### src/sfid_consts.svh
// Constants of the serial flash instruction front end: opcodes,
// status bit positions, protection geometry and byte counts.
// Definitions only; included by the protect and decoder modules and the bench.
`ifndef SFID_CONSTS_SVH
`define SFID_CONSTS_SVH

// Instruction opcodes
`define SFID_OP_WREN 8'h06
`define SFID_OP_WRDI 8'h04
`define SFID_OP_RDSR 8'h05
`define SFID_OP_WRSR 8'h01
`define SFID_OP_READ 8'h03
`define SFID_OP_FAST 8'h0B
`define SFID_OP_DUAL 8'h3B
`define SFID_OP_PROG 8'h02
`define SFID_OP_SE4K 8'h20
`define SFID_OP_BE32 8'h52
`define SFID_OP_BE64 8'hD8
`define SFID_OP_CE_A 8'hC7
`define SFID_OP_CE_B 8'h60
`define SFID_OP_PDWN 8'hB9
`define SFID_OP_RPID 8'hAB
`define SFID_OP_MFID 8'h90
`define SFID_OP_JDID 8'h9F

// Status byte layout
`define SFID_SR_BUSY 0
`define SFID_SR_WEL 1
`define SFID_SR_BP_LO 2
`define SFID_SR_BP_HI 4
`define SFID_SR_TB 5
`define SFID_SR_SRP 7
`define SFID_SR_WMASK 8'hBC

// Protection geometry, 25 bits so the array end fits
`define SFID_PROT_UNIT 25'h002_0000
`define SFID_ADDR_END 25'h080_0000
`define SFID_BP_NONE 3'h0
`define SFID_BP_ALL 3'h7

// Byte and bit counts of the instruction phases
`define SFID_ADDR_BYTES 2'h3
`define SFID_FAST_DUMMY 2'h1
`define SFID_ID_DUMMY 2'h3
`define SFID_PAGE_MAX 9'h100
`define SFID_BITS_SINGLE 3'h7
`define SFID_BITS_DUAL 3'h3

`endif

### src/sfid_pkg.sv
// Types shared by the instruction front end modules.
// Uses no constants from sfid_consts.svh.
package sfid_pkg;

  // Phase of the current chip-select period
  typedef enum logic [2:0]
  {
    ST_IDLE,
    ST_OPCODE,
    ST_ADDR,
    ST_DUMMY,
    ST_DIN,
    ST_DOUT,
    ST_HOLD,
    ST_IGNORE
  } sfid_state_t;

endpackage

### src/sfid_sync.sv
// Two-flop synchroniser for the serial link pins.
// Inputs are asynchronous to clk_sys; outputs are safe to use.
`timescale 1ns/10ps
module sfid_sync
#(
  parameter logic [2:0] RST_VAL = 3'h0
)
(
  // Clock and reset
  input wire logic clk_sys,
  input wire logic rst,
  // Pin levels in and out
  input wire logic [2:0] pin_in,
  output logic [2:0] pin_sync
);

  logic [2:0] meta_reg;

  // First stage feeds only the second stage
  always_ff @(posedge clk_sys or posedge rst)
  begin
    if (rst)
    begin
      meta_reg <= RST_VAL;
      pin_sync <= RST_VAL;
    end
    else
    begin
      meta_reg <= pin_in;
      pin_sync <= meta_reg;
    end
  end

endmodule

### src/sfid_protect.sv
// Protected-range decode from the top/bottom and size bits.
// Purely combinational; the address is held stable by the caller.
`timescale 1ns/10ps
`include "sfid_consts.svh"
module sfid_protect
(
  // Protection settings
  input wire logic top_bottom_select,
  input wire logic [2:0] protect_size,
  // Address under test
  input wire logic [23:0] addr,
  output logic prot_hit
);

  logic [24:0] span;

  // Span doubles with each code, from one unit at code 1
  assign span = `SFID_PROT_UNIT << (protect_size - 3'h1);

  always_comb
  begin
    // RL1 none or all
    if (protect_size == `SFID_BP_NONE)
      prot_hit = 1'b0;
    else if (protect_size == `SFID_BP_ALL)
      prot_hit = 1'b1;
    // RL3 bottom region
    else if (top_bottom_select)
      prot_hit = {1'b0, addr} < span;
    // RL2 top region
    else
      prot_hit = {1'b0, addr} >= (`SFID_ADDR_END - span);
  end

endmodule

### src/sfid_decoder.sv
// Instruction front end of a serial flash: frames opcodes, collects
// address, dummy and data bytes, returns status and identity bytes.
// Assumes an array engine on clk_sys that reports busy and gives read
// data one cycle after rd_addr changes.
`timescale 1ns/10ps
`include "sfid_consts.svh"
// What this block does
// RL1: size code zero protects nothing; code seven protects the whole array.
// RL2: top select zero protects upper 1/64 to 1/2, ending at top.
// RL3: top select one protects lower 128KB doubling up to 4MB from zero.
// RL4: first byte after chip select falls is the opcode.
// RL5: input bits taken on rising serial clock, MSB first.
// RL6: chip select rising ends an instruction; reads may end anywhere.
// RL7: write-type instruction with a partial last byte is dropped.
// RL8: while busy, every instruction except status read is ignored.
// RL9: decode seventeen opcodes, including enable, disable, status read, write.
// RL10: address instructions take three address bytes, high first.
// RL11: page program takes up to 256 bytes; erases cover their sizes.
// RL12: fast reads add one dummy byte; dual read splits bits over lines.
// RL13: returned bytes leave on data-out, MSB first.
// RL14: status read repeats the status byte until chip select rises.
// RL15: release opcode leaves power-down and repeats device id after dummies.
// RL16: identity reads return maker, device, type and capacity bytes.
// RL17: protect bits sit at status bits 4..2 and reset to zero.
// RL18: program and erase into the protected region are refused.
// RL19: status bit 0 shows busy during program, erase, status write.
// RL20: data-out driven only while returning bytes, released otherwise.
// RL21: unknown opcodes are ignored until chip select rises.
module sfid_decoder
  import sfid_pkg::*;
#(
  parameter logic [7:0] MAKER_ID = 8'hA5,  // Arbitrary value
  parameter logic [7:0] DEVICE_ID = 8'h5A, // Arbitrary value
  parameter logic [7:0] MEM_TYPE = 8'h3C,  // Arbitrary value
  parameter logic [7:0] CAPACITY = 8'h21   // Arbitrary value
)
(
  // Clock and reset
  input wire logic clk_sys,
  input wire logic rst,
  // Serial link pins
  input wire logic sclk,
  input wire logic cs_n,
  input wire logic data_in_out_line_i,
  output logic data_in_out_line_o,
  output logic data_in_out_line_oe,
  output logic data_out_o,
  output logic data_out_oe,
  // Array engine side
  input wire logic array_busy,
  input wire logic [7:0] rd_data,
  output logic [23:0] rd_addr,
  output logic cmd_valid,
  output logic [7:0] cmd_op,
  output logic [23:0] cmd_addr,
  output logic pgm_valid,
  output logic [7:0] pgm_data,
  // Status view
  output logic [7:0] status,
  output logic powered_down
);

  logic sclk_s;
  logic cs_s;
  logic dio_s;
  logic sclk_q;
  logic cs_q;
  logic sclk_rise;
  logic sclk_fall;
  logic cs_fall;
  logic cs_rise;
  logic [2:0] bit_cnt;
  logic [6:0] sh_in;
  logic [7:0] byte_in;
  logic byte_done;
  sfid_state_t state_reg;
  logic [7:0] op_reg;
  logic [23:0] addr_reg;
  logic [1:0] left_reg;
  logic [8:0] page_cnt;
  logic [7:0] sr_new;
  logic wel_reg;
  logic top_bottom_select;
  logic protect_size_bit2;
  logic protect_size_bit1;
  logic protect_size_bit0;
  logic srp_reg;
  logic prot_hit;
  logic commit_ok;
  logic refuse;
  logic out_load;
  logic [7:0] out_byte;
  logic [7:0] out_sh;
  logic [2:0] out_cnt;
  logic [1:0] out_idx;
  logic dual;

  // Program and erase opcodes that need the write latch
  function automatic logic is_array_op(input logic [7:0] op);
    case (op)
      `SFID_OP_PROG, `SFID_OP_SE4K, `SFID_OP_BE32, `SFID_OP_BE64,
      `SFID_OP_CE_A, `SFID_OP_CE_B: is_array_op = 1'b1;
      default: is_array_op = 1'b0;
    endcase
  endfunction

  // Opcodes whose data phase reads the array
  function automatic logic is_read_op(input logic [7:0] op);
    is_read_op = (op == `SFID_OP_READ) || (op == `SFID_OP_FAST) || (op == `SFID_OP_DUAL);
  endfunction

  // Pins pass two flops; chip select idles high
  sfid_sync #(
    .RST_VAL(3'h2)
  ) u_sync (
    .clk_sys(clk_sys),
    .rst(rst),
    .pin_in({sclk, cs_n, data_in_out_line_i}),
    .pin_sync({sclk_s, cs_s, dio_s})
  );

  sfid_protect u_protect (
    .top_bottom_select(top_bottom_select),
    .protect_size({protect_size_bit2, protect_size_bit1, protect_size_bit0}),
    .addr(addr_reg),
    .prot_hit(prot_hit)
  );

  // Edge detection on the synchronised link levels
  always_ff @(posedge clk_sys or posedge rst)
  begin
    if (rst)
    begin
      sclk_q <= 1'b0;
      cs_q <= 1'b1;
    end
    else
    begin
      sclk_q <= sclk_s;
      cs_q <= cs_s;
    end
  end

  assign sclk_rise = sclk_s & ~sclk_q & ~cs_s;
  assign sclk_fall = ~sclk_s & sclk_q & ~cs_s;
  assign cs_fall = ~cs_s & cs_q;
  assign cs_rise = cs_s & ~cs_q;
  assign byte_in = {sh_in, dio_s};
  assign byte_done = sclk_rise && (bit_cnt == 3'h7);

  // RL5 rising edge capture
  always_ff @(posedge clk_sys or posedge rst)
  begin
    if (rst)
    begin
      bit_cnt <= 3'h0;
      sh_in <= 7'h00;
    end
    else if (cs_fall)
      bit_cnt <= 3'h0;
    else if (sclk_rise)
    begin
      bit_cnt <= bit_cnt + 3'h1;
      sh_in <= byte_in[6:0];
    end
  end

  // Instruction sequencing over one chip-select period
  always_ff @(posedge clk_sys or posedge rst)
  begin
    if (rst)
    begin
      state_reg <= ST_IDLE;
      op_reg <= 8'h00;
      addr_reg <= 24'h00_0000;
      left_reg <= 2'h0;
      page_cnt <= 9'h000;
      sr_new <= 8'h00;
    end
    // RL6 chip select ends
    else if (cs_s)
      state_reg <= ST_IDLE;
    // RL4 opcode comes first
    else if (cs_fall)
    begin
      state_reg <= ST_OPCODE;
      page_cnt <= 9'h000;
    end
    else if (byte_done)
    begin
      unique case (state_reg)
        ST_IDLE, ST_DOUT, ST_HOLD, ST_IGNORE:
          state_reg <= state_reg;
        ST_OPCODE:
        begin
          op_reg <= byte_in;
          // RL8 busy ignores
          if ((array_busy && byte_in != `SFID_OP_RDSR) || (powered_down && byte_in != `SFID_OP_RPID))
            state_reg <= ST_IGNORE;
          else
          begin
            // RL9 opcode decode
            case (byte_in)
              `SFID_OP_RDSR, `SFID_OP_JDID: state_reg <= ST_DOUT;
              `SFID_OP_WRSR: state_reg <= ST_DIN;
              `SFID_OP_WREN, `SFID_OP_WRDI, `SFID_OP_PDWN,
              `SFID_OP_CE_A, `SFID_OP_CE_B: state_reg <= ST_HOLD;
              // RL10 three address bytes
              `SFID_OP_READ, `SFID_OP_FAST, `SFID_OP_DUAL, `SFID_OP_PROG,
              `SFID_OP_SE4K, `SFID_OP_BE32, `SFID_OP_BE64:
              begin
                state_reg <= ST_ADDR;
                left_reg <= `SFID_ADDR_BYTES;
              end
              `SFID_OP_RPID, `SFID_OP_MFID:
              begin
                state_reg <= ST_DUMMY;
                left_reg <= `SFID_ID_DUMMY;
              end
              // RL21 unknown ignored
              default: state_reg <= ST_IGNORE;
            endcase
          end
        end
        ST_ADDR:
        begin
          // RL10 high byte first
          addr_reg <= {addr_reg[15:0], byte_in};
          left_reg <= left_reg - 2'h1;
          if (left_reg == 2'h1)
          begin
            if (op_reg == `SFID_OP_READ)
              state_reg <= ST_DOUT;
            else if (op_reg == `SFID_OP_PROG)
              state_reg <= ST_DIN;
            // RL12 one dummy byte
            else if (is_read_op(op_reg))
            begin
              state_reg <= ST_DUMMY;
              left_reg <= `SFID_FAST_DUMMY;
            end
            else
              state_reg <= ST_HOLD;
          end
        end
        ST_DUMMY:
        begin
          left_reg <= left_reg - 2'h1;
          if (left_reg == 2'h1)
            state_reg <= ST_DOUT;
        end
        ST_DIN:
        begin
          // RL11 page data limit
          if (op_reg == `SFID_OP_PROG)
          begin
            if (page_cnt != `SFID_PAGE_MAX)
              page_cnt <= page_cnt + 9'h001;
          end
          else
          begin
            sr_new <= byte_in;
            state_reg <= ST_HOLD;
          end
        end
      endcase
    end
  end

  // RL7 whole bytes only
  assign commit_ok = cs_rise && (bit_cnt == 3'h0) &&
    ((state_reg == ST_HOLD) || (state_reg == ST_DIN && op_reg == `SFID_OP_PROG && page_cnt != 9'h000));

  // RL18 protected region refusal
  assign refuse = is_array_op(op_reg) && (prot_hit ||
    ((op_reg == `SFID_OP_CE_A || op_reg == `SFID_OP_CE_B) && status[`SFID_SR_BP_HI:`SFID_SR_BP_LO] != `SFID_BP_NONE));

  // Write latch, protect bits and power-down entry updated at instruction end; power-down release after the opcode byte
  always_ff @(posedge clk_sys or posedge rst)
  begin
    if (rst)
    begin
      wel_reg <= 1'b0;
      srp_reg <= 1'b0;
      // RL17 protect bits default
      top_bottom_select <= 1'b0;
      protect_size_bit2 <= 1'b0;
      protect_size_bit1 <= 1'b0;
      protect_size_bit0 <= 1'b0;
      powered_down <= 1'b0;
    end
    // RL15 release power-down
    else if (byte_done && state_reg == ST_OPCODE && byte_in == `SFID_OP_RPID && !array_busy)
      powered_down <= 1'b0;
    else if (commit_ok)
    begin
      case (op_reg)
        `SFID_OP_WREN: wel_reg <= 1'b1;
        `SFID_OP_WRDI: wel_reg <= 1'b0;
        `SFID_OP_PDWN: powered_down <= 1'b1;
        `SFID_OP_WRSR:
        begin
          if (wel_reg)
          begin
            wel_reg <= 1'b0;
            srp_reg <= sr_new[`SFID_SR_SRP];
            top_bottom_select <= sr_new[`SFID_SR_TB];
            {protect_size_bit2, protect_size_bit1, protect_size_bit0} <= sr_new[`SFID_SR_BP_HI:`SFID_SR_BP_LO];
          end
        end
        default:
        begin
          if (wel_reg && !refuse)
            wel_reg <= 1'b0;
        end
      endcase
    end
  end

  // Command hand-off to the array engine, one pulse per accepted program, erase or status write
  always_ff @(posedge clk_sys or posedge rst)
  begin
    if (rst)
    begin
      cmd_valid <= 1'b0;
      cmd_op <= 8'h00;
      cmd_addr <= 24'h00_0000;
    end
    else
    begin
      // RL11 erase and program commands
      cmd_valid <= commit_ok && wel_reg && (op_reg == `SFID_OP_WRSR || (is_array_op(op_reg) && !refuse));
      if (commit_ok)
      begin
        cmd_op <= op_reg;
        cmd_addr <= addr_reg;
      end
    end
  end

  // Page data stream; the engine keeps it only if a command follows
  always_ff @(posedge clk_sys or posedge rst)
  begin
    if (rst)
    begin
      pgm_valid <= 1'b0;
      pgm_data <= 8'h00;
    end
    else
    begin
      pgm_valid <= byte_done && state_reg == ST_DIN && op_reg == `SFID_OP_PROG &&
        page_cnt != `SFID_PAGE_MAX && wel_reg && !prot_hit;
      if (byte_done)
        pgm_data <= byte_in;
    end
  end

  // RL19 busy in bit zero
  assign status = {srp_reg, 1'b0, top_bottom_select, protect_size_bit2, protect_size_bit1,
    protect_size_bit0, wel_reg, array_busy};

  assign dual = (op_reg == `SFID_OP_DUAL);
  assign out_load = (state_reg == ST_DOUT) && sclk_fall && (out_cnt == 3'h0);

  // Next byte to return
  always_comb
  begin
    // RL14 status repeats
    case (op_reg)
      `SFID_OP_RDSR: out_byte = status;
      // RL15 device id repeats
      `SFID_OP_RPID: out_byte = DEVICE_ID;
      // RL16 identity bytes
      `SFID_OP_MFID: out_byte = (out_idx == 2'h0) ? MAKER_ID : DEVICE_ID;
      `SFID_OP_JDID: out_byte = (out_idx == 2'h0) ? MAKER_ID : ((out_idx == 2'h1) ? MEM_TYPE : CAPACITY);
      default: out_byte = rd_data;
    endcase
  end

  // Read address follows the data stream
  always_ff @(posedge clk_sys or posedge rst)
  begin
    if (rst)
      rd_addr <= 24'h00_0000;
    else if (byte_done && state_reg == ST_ADDR && left_reg == 2'h1)
      rd_addr <= {addr_reg[15:0], byte_in};
    else if (out_load && is_read_op(op_reg))
      rd_addr <= rd_addr + 24'h00_0001;
  end

  // Output shifter; a new bit leaves on each falling serial clock
  always_ff @(posedge clk_sys or posedge rst)
  begin
    if (rst)
    begin
      out_sh <= 8'h00;
      out_cnt <= 3'h0;
      out_idx <= 2'h0;
      data_out_o <= 1'b0;
      data_out_oe <= 1'b0;
      data_in_out_line_o <= 1'b0;
      data_in_out_line_oe <= 1'b0;
    end
    // RL20 release when deselected
    else if (cs_s)
    begin
      out_cnt <= 3'h0;
      out_idx <= 2'h0;
      data_out_oe <= 1'b0;
      data_in_out_line_oe <= 1'b0;
    end
    // RL13 MSB first
    else if (out_load)
    begin
      data_out_o <= out_byte[7];
      data_out_oe <= 1'b1;
      // RL12 dual output split
      data_in_out_line_o <= out_byte[6];
      data_in_out_line_oe <= dual;
      out_sh <= dual ? (out_byte << 2) : (out_byte << 1);
      out_cnt <= dual ? `SFID_BITS_DUAL : `SFID_BITS_SINGLE;
      if ((op_reg == `SFID_OP_JDID && out_idx != 2'h2) || (op_reg == `SFID_OP_MFID && out_idx == 2'h0))
        out_idx <= out_idx + 2'h1;
      else
        out_idx <= 2'h0;
    end
    else if (state_reg == ST_DOUT && sclk_fall)
    begin
      data_out_o <= out_sh[7];
      data_in_out_line_o <= out_sh[6];
      out_sh <= dual ? (out_sh << 2) : (out_sh << 1);
      out_cnt <= out_cnt - 3'h1;
    end
  end
endmodule

### config.mk
export PLATFORM = sky130hd
export DESIGN_NAME = sfid_decoder
export DESIGN_NICKNAME = d
export VERILOG_FILES = /design/src/sfid_pkg.sv /design/src/sfid_sync.sv /design/src/sfid_protect.sv /design/src/sfid_decoder.sv
export VERILOG_INCLUDE_DIRS = /design/src
export SDC_FILE = /design/constraint.sdc
export NUM_CORES = 1
export LEC_CHECK = 0
export BUFFER_PORTS_ARGS = -buffer_cell sky130_fd_sc_hd__buf_2
export CAP_MARGIN = 0
export CORE_AREA = 2 2 122 124
export CTS_BUF_LIST = sky130_fd_sc_hd__clkbuf_8
export CTS_CLUSTER_SIZE = 10
export DETAILED_ROUTE_END_ITERATION = 6
export DIE_AREA = 0 0 124 126
export HOLD_SLACK_MARGIN = 0.08
export MAX_ROUTING_LAYER = met4
export PLACE_DENSITY = 0.81
export RECOVER_POWER = 50
export SETUP_SLACK_MARGIN = 0.02
export SYNTH_ARGS = -nofsm -noshare
export SYNTH_HDL_FRONTEND = slang
export SYNTH_SLANG_ARGS = --single-unit
### constraint.sdc
create_clock -name clk_sys -period 5.22 [get_ports clk_sys]
set_input_delay 0.261 -clock clk_sys [delete_from_list [all_inputs] [get_ports clk_sys]]
set_output_delay 0.261 -clock clk_sys [all_outputs]
set_load 0.03 [all_outputs]
-- Word level (Yosys, flattened, before mapping)
Cells that the tools add are included.
- bits in registers: 162
- latch bits: 0
- memory bits (writable): 0
- bits in read-only memories: 0
- input bits: 14
- output and inout bits: 79
- logic and storage cells: 251
- memories: 0
- $add $sub $neg: 8
- $mul: 0
- div/mod/pow operators: 0
- $lt $le $gt $ge: 2
- equality and inequality tests: 55
- shift-type cells: 1
- muxes and demuxes: 60
- bitwise gates (word level): 14
- reduce and logical (&&, ||, !) cells: 79
- operators by type and width (operator ; number):
    $eq A8 B8 Y1 const B ; 12
    $eq A8 B3 Y1 const B ; 6
    $mux W24 ; 2
    $mux W3 ; 16
    $mux W8 ; 6
    $mux W9 ; 5
    $eq A8 B2 Y1 const B ; 4
    $eq A8 B6 Y1 const B ; 4
    $eq A8 B7 Y1 const B ; 4
    $pmux W8 S4 ; 1
    $logic_and A1 B1 Y1 ; 28
    $ge A24 B25 Y1 ; 1
    $lt A24 B25 Y1 ; 1
    $shl A18 B3 Y25 const A ; 1
    $sub A24 B25 Y25 const A ; 1
    $add A24 B1 Y24 const B ; 1
    $reduce_bool A2 Y1 ; 10
    $eq A3 B3 Y1 const B ; 6
    $mux W2 ; 9
    $eq A8 B1 Y1 const B ; 2
    $eq A8 B4 Y1 const B ; 2
    $mux W1 ; 16
    $reduce_and A4 Y1 ; 4
    $pmux W3 S5 ; 1
    36 further kinds ; 76

-- Logic depth before layout (Yosys ltp)
Gate-level depths: netlist of run 1.
- depth in word-level cells: 13
- mapped depth: 14
- gate-level depth less buffers: 14

-- By module
Synthesis of run 1 repeated with hierarchy kept, for this count alone.
- cell total of the unflattened synthesis: 819
- area total of the unflattened synthesis: 8468.1 um^2
- by module, submodules not included (module ; times used ; cells an instance ; area an instance (um^2) ; sequential area each (um^2)):
    sfid_decoder ; 1 ; 742 ; 7766.2 ; 3804.9
    sfid_protect ; 1 ; 70 ; 545.5 ; 0.0
    sfid_sync ; 1 ; 7 ; 156.4 ; 152.6

-- Least setup slack after synthesis of run 1
OpenSTA, ideal clock, no wires.
- path kind: reg-to-reg
- from: register protect_size_bit1
- to: register wel_reg
- library setup time: 0.129 ns
- arrival time: 3.141 ns
- data required time: 5.091 ns
- setup slack: 1.950 ns
- stages on the path, launching flop included: 14
- buffers on the path: 0
- period minus slack after synthesis: 3.270 ns
- path through: dfrtp_1 nor2_1 ha_1 nand3b_1 ha_1 nor2b_1 mux2_2 ha_1 nand3_1 a211oi_1 a211o_1 a221oi_1 a21oi_1 a2111o_1
- cells in the longest elaborated chain, start to end: 13
- elaborated cells on any way between the ends: 18
- those cells by class: add/sub (2); order compare (2); eq/ne (1); shift (1); mux (3); reduce/logical (9)
- ends and longest elaborated chain (item ; RTL line ; text):
    start, declared ; sfid_decoder.sv:85 ; logic protect_size_bit1;
    start signal, assigned ; sfid_decoder.sv:308 ; {protect_size_bit2, protect_size_bit1, protect_size_bit0} <= sr_new[`SFID_SR_BP_HI:`SFID_SR_BP_LO];
    $sub A3 B1 Y3 ; sfid_protect.sv:18 ; assign span = `SFID_PROT_UNIT << (protect_size - 3'h1);
    $shl A18 B3 Y25 (no source line) ; - ;
    $sub A24 B25 Y25 (no source line) ; - ;
    $ge A24 B25 Y1 ; sfid_protect.sv:32 ; prot_hit = {1'b0, addr} >= (`SFID_ADDR_END - span);
    $mux W1 ; sfid_protect.sv:28 ; else if (top_bottom_select)
    $mux W1 ; sfid_protect.sv:25 ; else if (protect_size == `SFID_BP_ALL)
    $mux W1 ; sfid_protect.sv:23 ; if (protect_size == `SFID_BP_NONE)
    $logic_or A1 B1 Y1 (*) ; sfid_decoder.sv:275 ; assign refuse = is_array_op(op_reg) && (prot_hit ||
    $logic_and A1 B1 Y1 (*) ; sfid_decoder.sv:275 ;
    $logic_not A1 Y1 (*) ; sfid_decoder.sv:313 ; if (wel_reg && !refuse)
    $logic_and A1 B1 Y1 (*) ; sfid_decoder.sv:313 ;
    $reduce_bool A3 Y1 (no source line) (*) ; - ;
    $reduce_and A4 Y1 (no source line) (*) ; - ;
    end signal, assigned ; sfid_decoder.sv:299 ; `SFID_OP_WRDI: wel_reg <= 1'b0;
    end signal, assigned ; sfid_decoder.sv:305 ; wel_reg <= 1'b0;
    end signal, assigned ; sfid_decoder.sv:314 ; wel_reg <= 1'b0;
    end, declared ; sfid_decoder.sv:82 ; logic wel_reg;
Every way passes the cells marked *; elsewhere a longest branch is shown, timed or not.
A chain may end at the register's enable or synchronous reset.

-- Worst setup path after layout of run 1
Same ends and word-level chain as after synthesis.

==> run_results.csv, run 1 <==
group,metric,value,unit
power_and_ir_drop,seqPwrFrac,55.2,%
drt,vias,6627,
sta,max_slew_margin,-52.5,%
critical_path,crit_path_start_kind,"flop",
status,status,"finished, violations left",
critical_path,r2r_slack,1.42,ns
global_routing,grt_pass1_wl,31400,µm
cells_and_area,final_cells,1080,
critical_path,cp_slowest_cell,"dfrtp_1",
yosys,synth_mux_area_share,12.4,%
critical_path,worstPathMaxFanout,15,
drt,routed_wl,19100,µm
yosys,yosysSeqAreaShare,46.6,%
floorplanning,io_pins,93,
cells_and_area,final_nets,926,
power_and_ir_drop,peakVddDrop,0.000195,V
yosys,yosysTopAreaCell,"dfrtp_1",
yosys,synthTopCellsByArea,"dfrtp_1, mux2_1, ha_1, nand2_1, mux2_2",
clock_tree,cts_buffers,17,
power_and_ir_drop,power.internal,1.71,mW
placed_design,gp_congestion,0.917,
min_path,hp-class,"input pin to flop",
critical_path,endpoint_kind,"flop",
yosys,synth_most_common_cell,"dfrtp_1",
yosys,ys_async_sr_fraction,100,%
global_routing,grt_antenna_before_repair,0,
sta,tightestPinTransition,2.28,ns
min_path,hold_depth,3,
clock_tree,htreeDepth,4,
flow_run,cap_violations,1,
power_and_ir_drop,p_switching,0.671,mW
floorplanning,coreArea,0.0143,mm²
sta,fmax,0.263,GHz
critical_path,crit_family,"compound AO/OA/AOI/OAI gates",
placed_design,dp_hpwl,13300,µm
critical_path,worstPathArrival,4.15,ns
sta,fin_setup_tns,0,ns
clock_tree,clockRootBuffer,"clkbuf_8",
power_and_ir_drop,p_sw_share,28.2,%
global_routing,overflow,0,
global_routing,grt_pass1_vias,6158,
drt,drt-vias-per-instance,6.14,
clock_tree,post-cts-setup-buffers,0,
critical_path,timing.rr.end,"wel_reg",
floorplanning,dieWidth,124,µm
critical_path,cp_slowest_stage_delay,0.54,ns
floorplanning,start_util,59.4,%
sta,finalCriticalPeriod,3.80,ns
sta,setup_viol,0,
cells_and_area,fin_util,64.9,%
sta,skew,0.0151,ns
yosys,yosys.area_share.simple,17.3,%
clock_tree,cts_tree,"done",
status,violations,"capacitance limit, slew limit",
placed_design,portBuffers,91,
drt,drtIter0Drc,533,
clock_tree,cts.path.max_buffers,2,
critical_path,worst-path-stages,13,
critical_path,critPathLaunch,"protect_size_bit1",
drt,route.detailed.drc,0,
critical_path,worstPathRequired,5.57,ns
yosys,syn_area,0.00850,mm²
critical_path,crit_chain,"nor2_1 -> ha_1 -> nand3b_1 -> ha_1 -> nor2b_1 -> mux2_2 -> ha_1 -> nand3_1 -> a211oi_1 -> a211o_1 -> a221oi_1 -> a21oi_1 -> a2111o_1",
power_and_ir_drop,combPwrFrac,6.0,%
cells_and_area,drive_above_1_share,9.71,%
yosys,synth_edf_count,0,
drt,detail_route.first_pass.iterations,5,
yosys,synth.avg_cell_area,10.3,µm²
yosys,synth_top_family_by_area,"simple AND/OR/NAND/NOR gates",
yosys,synthAdderAreaFrac,4.39,%
critical_path,r2r_start,"protect_size_bit1",
drt,avgRoutedWirePerCell,17.7,µm
yosys,ys.flop_type,"dfrtp_1",
sta,hold_viol_final,0,
yosys,yosysTopAreaCellShare,45.6,%
power_and_ir_drop,power_density,256,mW/mm²
cells_and_area,area_growth,9.23,%
critical_path,cp_num_buf_inv,0,
yosys,synth_cell_type_count,82,
power_and_ir_drop,p_leak,4.25,nW
yosys,synth_xor_xnor_area_share,2.06,%
clock_tree,worst_skew_pair.late_latency,0.47,ns
yosys,yosysWarnings,0,
yosys,ys_seq_elements,158,
sta,hold_ws,0.139,ns
yosys,synth_compound_area_share,12.8,%
yosys,ys_top_cells_by_count,"dfrtp_1, nand2_1, mux2_1",
clock_tree,clkSinkCount,158,
sta,rsz0062_at_grt,"false",
floorplanning,die_area,0.0156,mm²
clock_tree,clk_pin_slew,0.09,ns
yosys,syn_inst,825,
critical_path,path_common_cell,"ha_1",
cells_and_area,num_antenna_cells,0,
placed_design,dp_cells,1044,
yosys,syn-num-nets,868,
drt,ant_nets,0,
critical_path,rr_worst_depth,13,
sta,final_max_slew_viol_count,112,
floorplanning,rows,44,
critical_path,path_class,"flop to flop",
floorplanning,die_y,126,µm
sta,fin_crit_sh,72.8,%
power_and_ir_drop,p_clk_share,38.8,%
global_routing,grt.total_usage,26.5,%
global_routing,grt_max_degree,112,
critical_path,crit_path_end,"wel_reg",
==> cell usage in the layout, fill, tap and decap left out, types with 6 or more instances in the layout <==
master	instances
mux2_2	23
nand4_1	14
a31oi_1	10
clkbuf_1	76
ha_1	29
nor3b_1	7
nor3_1	19
xnor2_1	13
nand3_1	28
clkbuf_8	17
nor2_1	54
nor2b_1	10
o311ai_1	6
inv_6	7
mux2_1	65
nand2_1	81
a21oi_1	24
xor2_1	7
inv_1	25
a221o_1	7
buf_2	15
mux2i_1	6
nor4_1	7
o21ai_0	23
nand3b_1	6
and3_1	8
a21o_1	6
dfrtp_1	155
o211ai_1	10
o21ai_1	27
==> kinds of logic after synthesis <==
kind of cell,Yosys count
mux,94
buf+inv,86
other cells,1
compound gates,159
xor+xnor,20
fa+ha+maj,30
simple gates,277
flops,158
==> metal layers <==
layer	track usage (%)	up-vias	routed length (µm)
met3	4.62	40	1050
met5	-	-	0
li1	-	3116	-
met1	37.8	3226	8720
met2	38.1	245	8940
met4	9.78	0	433
==> final cells by class <==
| cell class | count | area, µm² |
|---|---|---|
| Multi-Input combinational cell | 581 | 4160 |
| Inverter | 26 | 101 |
| Sequential cell | 158 | 3960 |
| Clock inverter | 15 | 166 |
| Tap cell | 184 | 230 |
| Clock buffer | 17 | 234 |
| Fill cell | 1209 | 5030 |
| Timing Repair Buffer | 99 | 430 |
==> how the worst min path moves through the flow <==
stage,start,to,slack [ns]
after floorplan,cs_n,u_sync.meta_reg[1],0.27
after global placement,u_sync.meta_reg[0],u_sync.pin_sync[0],0.33
after detailed placement,u_sync.meta_reg[2],u_sync.pin_sync[2],0.34
after CTS,rd_data[0],out_sh[1],0.11
after global routing,array_busy,powered_down,0.14
final,rd_data[0],out_sh[1],0.14
==> worst register-to-register path, delay by kind of cell, from the launching register on <==
family	cells	cell delay, ns
AOI/OAI and AO/OA	5	1.14
adders and majority gates	3	0.86
and+or+nand+nor	4	0.81
muxes	1	0.35
DFF	1	0.54
==> through the flow <==
stage | power (mW) | area [µm²] | setup WS (ns)
2_1_floorplan | 1.44 | 8500 | 0.701
3_3_place_gp | 1.47 | 8940 | 1.62
3_5_place_dp | 1.48 | 8940 | 1.46
4_1_cts | 2.40 | 9380 | 1.44
5_1_grt | 2.48 | 9280 | 1.24
6_report | 2.38 | 9280 | 1.42
==> power by group through the flow <==
| stage | clock, mW | sequential, mW | combinational [mW] |
|---|---|---|---|
| detailed placement | 0 | 1.34 | 0.140 |
| global route | 0.997 | 1.32 | 0.160 |
| global placement | 0 | 1.34 | 0.136 |
| CTS | 0.944 | 1.31 | 0.144 |
| floorplan | 0 | 1.28 | 0.155 |
| finish | 0.924 | 1.31 | 0.142 |
==> timing repair <==
item                                   4_1_cts  5_1_grt
endpoints found under the hold margin      113        0
gates resized for setup                      0        0
hold buffers                                 4        0
setup endpoints to repair                    0        0
(Power assumes the default switching activity.)
==> run 2: changes to the inputs <==
--- a/config.mk
+++ b/config.mk
@@ -8,14 +8,14 @@
 export LEC_CHECK = 0
 export BUFFER_PORTS_ARGS = -buffer_cell sky130_fd_sc_hd__buf_2
 export CAP_MARGIN = 0
-export CORE_AREA = 2 2 122 124
+export CORE_AREA = 2 2 128 130
 export CTS_BUF_LIST = sky130_fd_sc_hd__clkbuf_8
 export CTS_CLUSTER_SIZE = 10
 export DETAILED_ROUTE_END_ITERATION = 6
-export DIE_AREA = 0 0 124 126
+export DIE_AREA = 0 0 130 132
 export HOLD_SLACK_MARGIN = 0.08
 export MAX_ROUTING_LAYER = met4
-export PLACE_DENSITY = 0.81
+export PLACE_DENSITY = 0.77
 export RECOVER_POWER = 50
 export SETUP_SLACK_MARGIN = 0.02
 export SYNTH_ARGS = -nofsm -noshare
==> constraint.sdc (replaced) <==
create_clock -name clk_sys -period 3.2 [get_ports clk_sys]
set_input_delay 0.16 -clock clk_sys [delete_from_list [all_inputs] [get_ports clk_sys]]
set_output_delay 0.16 -clock clk_sys [all_outputs]
set_load 0.03 [all_outputs]
==> run 2 against run 1 <==
- the run still ends with capacitance limit, slew limit left
- utilization is 3.9 points lower
- worst hold slack worse by 0.011 ns
- die area is 9.8% higher
- final cell count up 5.7%
- register-to-register slack worse by 1.3 ns
- sequential cell count unchanged
- global-route usage down 2.2 points
- critical path depth increased by 1
- combinational power rose by 130%
==> run_results.csv, run 2 (same netlist as run 1, synthesis figures left out) <==
group,metric,value,unit
cells_and_area,final_nets,956,
global_routing,grt.total_usage,24.3,%
critical_path,cp_slowest_cell,"dfrtp_1",
cells_and_area,final_common_cell,"dfrtp_1",
flow_run,cap_violations,1,
floorplanning,die_y,132,µm
drt,vias,6720,
drt,detail_route.first_pass.iterations,5,
min_path,hp-class,"input pin to flop",
placed_design,dp_cells,1100,
sta,tightestPinTransition,1.52,ns
critical_path,cp_slowest_stage_delay,0.41,ns
clock_tree,cts_tree,"done",
cells_and_area,design_area,0.00958,mm²
sta,max_slew_margin,-1.65,%
clock_tree,htreeDepth,4,
cells_and_area,final_cells,1142,
sta,hold_viol_final,0,
status,status,"finished, violations left",
drt,avgRoutedWirePerCell,17.1,µm
floorplanning,die_area,0.0172,mm²
status,violations,"capacitance limit, slew limit",
global_routing,grt_pass1_wl,32100,µm
critical_path,worstPathArrival,3.42,ns
floorplanning,coreArea,0.0157,mm²
power_and_ir_drop,power_density,391,mW/mm²
drt,drt-vias-per-instance,5.88,
global_routing,grt_pass1_vias,6271,
cells_and_area,layout_common_cells,"dfrtp_1, nand2_1, mux2_1",
floorplanning,rows,46,
sta,fin_crit_sh,96.1,%
placed_design,dpl_cell_area,0.00919,mm²
critical_path,cp_num_buf_inv,0,
drt,routed_wl,19600,µm
clock_tree,cts.path.max_buffers,2,
sta,fmax,0.325,GHz
power_and_ir_drop,peakVddDrop,0.000283,V
sta,setup_viol,0,
drt,ant_nets,0,
critical_path,crit_chain,"nor2_4 -> ha_4 -> nand3b_1 -> ha_2 -> nor2b_4 -> nand2_1 -> xor2_1 -> ha_1 -> nand2_1 -> o21ai_1 -> a211o_1 -> a221oi_2 -> a21oi_2 -> a2111o_1",
global_routing,overflow,0,
cells_and_area,num_antenna_cells,0,
drt,drtIter0Drc,613,
clock_tree,clockRootBuffer,"clkbuf_8",
global_routing,grt_antenna_before_repair,0,
critical_path,endpoint_kind,"flop",
floorplanning,dieWidth,130,µm
drt,route.detailed.drc,0,
sta,finalCriticalPeriod,3.08,ns
cells_and_area,fin_util,60.9,%
clock_tree,worst_skew_pair.late_latency,0.47,ns
critical_path,worstPathRequired,3.55,ns
critical_path,crit_family,"compound AO/OA/AOI/OAI gates",
floorplanning,io_pins,93,
power_and_ir_drop,p_leak,4.46,nW
clock_tree,cts_buffers,17,
placed_design,dp_hpwl,13900,µm
placed_design,portBuffers,91,
critical_path,path_class,"flop to flop",
critical_path,worstPathMaxFanout,4,
cells_and_area,area_growth,12.7,%
critical_path,crit_path_start_kind,"flop",
clock_tree,clkSinkCount,158,
cells_and_area,drive_above_1_share,14.9,%
placed_design,gp_congestion,0.948,
critical_path,path_common_cell,"nand2_1",
sta,skew,0.0120,ns
floorplanning,start_util,54.1,%
sta,final_max_slew_viol_count,35,
global_routing,grt_max_degree,57,
clock_tree,clk_pin_slew,0.09,ns
-- run 2: cell types whose count changed in the layout (fill, tap and decap cells not counted), moves of 2 or more --
cell and change:
buf_4 +24, ha_1 -3, ha_4 +2, a21oi_1 -2, clkbuf_1 -18, clkinvlp_4 +2
inv_6 -2, buf_2 +18, dlygate4sd3_1 +4, a21oi_2 +2, inv_8 -2, clkinv_2 +3
clkbuf_2 +2
-- run 2: layout make-up --
cell class | count | area, µm²
multi-input cells | 581 | 4220
flip-flops and latches | 158 | 3960
well taps | 216 | 270
inverters | 26 | 98.8
repair buffers | 129 | 683
clock buffers | 17 | 234
fillers | 1355 | 6140
clock inverters | 15 | 113
-- run 2: metal layers --
layer  track usage [%]  vias to the layer above  part of all wire [%]
li1                  -                     3171                     -
met1              34.1                     3305                    47
met2              35.6                      208                    47
met3              5.07                       36                   5.0
met4              7.29                        0                   1.7
met5                 -                        -                     0
-- run 2: worst paths after layout --
kind,startpoint,endpoint,slack [ns],depth (start not counted)
worst min register to register,u_sync.meta_reg[2],u_sync.pin_sync[2],0.36,0
min in group asynchronous,rst,cmd_addr[9],0.58,3
worst min-delay path,rd_data[1],out_sh[2],0.13,4
max in group asynchronous,rst,u_sync.pin_sync[2],0.69,4
worst max-delay path,protect_size_bit0,wel_reg,0.12,14
worst max register to register,protect_size_bit0,wel_reg,0.12,14
-- run 2: stage by stage --
step | worst slack (ns) | hold WS [ns] | TNS [ns] | total power, mW
floorplan | 0.0535 | 0.164 | 0 | 2.34
global placement | 0.0555 | 0.268 | 0 | 2.43
detailed placement | 0.0261 | 0.269 | 0 | 2.44
CTS | 0.0309 | 0.104 | 0 | 3.79
global route | -0.0589 | 0.161 | -0.0589 | 3.91
finish | 0.125 | 0.128 | 0 | 3.75
-- run 2: worst reg2reg max path, delay by kind of cell, from the launching register on --
kind / cells / cell delay [ns]
compound gates: 5 / 1.14
simple gates: 5 / 0.57
flops: 1 / 0.41
fa+ha+maj: 3 / 0.68
xor+xnor: 1 / 0.15
-- run 2: power breakdown --
part	switching (mW)	leakage, nW	total, mW	internal, mW
Combinational	0.198	2.15	0.322	0.124
Clock	0.799	0.178	1.35	0.548
Sequential	0.0493	2.13	2.08	2.03
-- run 2: what timing repair did --
action	in CTS	in global routing
setup endpoints to repair	1	1
pin swaps	0	7
resized for setup	1	8
endpoints found under the hold margin	39	0
buffers inserted	0	3
hold buffers	8	0
==> run 3: changes to the inputs <==
==> constraint.sdc (replaced) <==
create_clock -name clk_sys -period 2.5 [get_ports clk_sys]
set_input_delay 0.125 -clock clk_sys [delete_from_list [all_inputs] [get_ports clk_sys]]
set_output_delay 0.125 -clock clk_sys [all_outputs]
set_load 0.03 [all_outputs]
==> run 3 against run 2 <==
- the flow finishes with violations (setup timing)
- combinational power grew 48%
- first-iteration DRC count fell by 9.8%
- cell area is 5.1% higher
- critical path depth decreased by 1
- sequential power up 26%
- register-to-register slack lost 0.65 ns
==> run_results.csv, run 3 (same netlist as run 1, synthesis figures left out) <==
group,metric,value,unit
critical_path,timing.rr.end,"wel_reg",
power_and_ir_drop,peakVddDrop,0.000493,V
clock_tree,worst_skew_pair.late_latency,0.47,ns
clock_tree,clk_pin_slew,0.09,ns
min_path,hp-class,"input pin to flop",
clock_tree,clkSinkCount,158,
cells_and_area,area_growth,18.4,%
power_and_ir_drop,combPwrFrac,9.5,%
floorplanning,coreArea,0.0157,mm²
floorplanning,die_y,132,µm
sta,fin_crit_sh,121,%
drt,drtIter0Drc,553,
min_path,holdPathEnd,"out_sh[5]",
drt,ant_nets,0,
critical_path,worstPathMaxFanout,5,
power_and_ir_drop,p_sw_share,26.5,%
clock_tree,cts_buffers,17,
global_routing,met1_usage,36.8,%
power_and_ir_drop,p_leak,4.84,nW
power_and_ir_drop,power_density,499,mW/mm²
floorplanning,rows,46,
drt,vias,6969,
sta,skew,0.0113,ns
global_routing,use_met2,38.5,%
clock_tree,cts_tree,"done",
min_path,hold_start,"rd_data[4]",
floorplanning,die_area,0.0172,mm²
drt,detail_route.first_pass.iterations,5,
placed_design,dp_hpwl,14800,µm
sta,final_max_slew_viol_count,0,
cells_and_area,final_nets,1002,
sta,setup_viol,3,
clock_tree,clockRootBuffer,"clkbuf_8",
global_routing,grt_antenna_before_repair,0,
drt,drt-vias-per-instance,5.87,
cells_and_area,drive_above_1_share,22.2,%
placed_design,dpl_cell_area,0.00962,mm²
critical_path,worstPathRequired,2.86,ns
floorplanning,io_pins,93,
critical_path,rr_worst_depth,13,
sta,rsz0062_at_grt,"true",
cells_and_area,final_common_cell,"dfrtp_1",
critical_path,r2r_slack,-0.52,ns
critical_path,worstPathArrival,3.38,ns
placed_design,portBuffers,91,
sta,tightestPinTransition,1.43,ns
global_routing,overflow,0,
global_routing,grt_max_degree,36,
cells_and_area,layout_common_cells,"dfrtp_1, nand2_1, buf_4",
power_and_ir_drop,power.internal,3.69,mW
critical_path,crit_path_start_kind,"flop",
drt,routed_wl,20600,µm
global_routing,gr-max-usage-layer,"met2",
power_and_ir_drop,p_clk_share,38.1,%
critical_path,r2r_start,"protect_size_bit0",
status,violations,"setup timing",
cells_and_area,num_antenna_cells,0,
sta,setup_ws,-0.523,ns
global_routing,grt.total_usage,26.0,%
sta,finalCriticalPeriod,3.02,ns
drt,route.detailed.drc,0,
placed_design,gp_congestion,0.940,
power_and_ir_drop,p_switching,1.33,mW
global_routing,grt_use_met3,3.90,%
global_routing,grt_pass1_vias,6714,
clock_tree,htreeDepth,4,
placed_design,pre_cts_slack,-0.516,ns
drt,avgRoutedWirePerCell,17.4,µm
sta,max_slew_margin,4.45,%
cells_and_area,design_area,0.0101,mm²
critical_path,endpoint_kind,"flop",
floorplanning,start_util,54.1,%
flow_run,cap_violations,0,
sta,hold_viol_final,0,
floorplanning,dieWidth,130,µm
global_routing,grt_pass1_wl,34400,µm
critical_path,critPathLaunch,"protect_size_bit0",
sta,fmax,0.331,GHz
critical_path,path_class,"flop to flop",
status,status,"finished, violations left",
power_and_ir_drop,seqPwrFrac,52.4,%
clock_tree,cts.path.max_buffers,2,
min_path,hold_depth,4,
==> run 3: power groups by stage <==
stage                     Sequential [mW]  Clock, mW  Combinational (mW)
after floorplan                      2.67          0               0.325
after global placement               2.68          0               0.468
after detailed placement             2.68          0               0.475
after CTS                            2.63       1.95               0.488
after global routing                 2.64       2.05               0.529
final                                2.63       1.91               0.475
==> run 3: cell type report <==
cell class              instances  area [µm²]
clock buffers                  18         248
clock inverters                13         140
fillers                      1283        5650
inverters                      26        98.8
multi-input cells             581        4270
flip-flops and latches        158        3960
well taps                     216         270
repair buffers                175        1080
==> run 3: what timing repair did <==
action                     4_1_cts  5_1_grt
hold endpoints to repair        36        0
pin swaps                        1        0
hold buffers                    10        0
gates resized for setup          3       14
setup endpoints to repair        3       17
buffers inserted                 0        2
==> run 3: worst max path at each step <==
stage              end  slack (ns)  cells after the start
2_1_floorplan  wel_reg       -0.45                     14
3_3_place_gp   wel_reg       -0.45                     14
3_5_place_dp   wel_reg       -0.52                     14
4_1_cts        wel_reg       -0.50                     14
5_1_grt        wel_reg       -0.68                     14
6_report       wel_reg       -0.52                     13
==> run 3: critical path: stages (launching register included) <==
cell      delay, ns
dfrtp_1        0.41
nor2_4         0.14
ha_4           0.23
nand3b_1       0.11
ha_2           0.19
nor2b_4        0.17
mux2_4         0.32
ha_4           0.21
nand3_1        0.10
a211oi_2       0.04
a211o_1        0.28
a221oi_2       0.26
a21oi_2        0.07
a2111o_1       0.36
==> run 3: layer usage <==
layer  wire length [µm]  vias up
met3                961       37
met5                  0        -
li1                   -     3265
met1               9550     3445
met4                367        0
met2               9740      222
==> run 3: per-stage QoR <==
step	TNS, ns	std cells	total power [mW]	hold slack (ns)	util [%]
after floorplan	-0.687	825	3.00	0.129	-
after global placement	-0.949	1144	3.15	0.234	61.2
after detailed placement	-1.16	1144	3.16	0.232	61.2
after CTS	-1.10	1185	5.07	0.102	64.4
after global routing	-1.55	1187	5.22	0.154	64.1
final	-1.16	1187	5.02	0.132	64.1
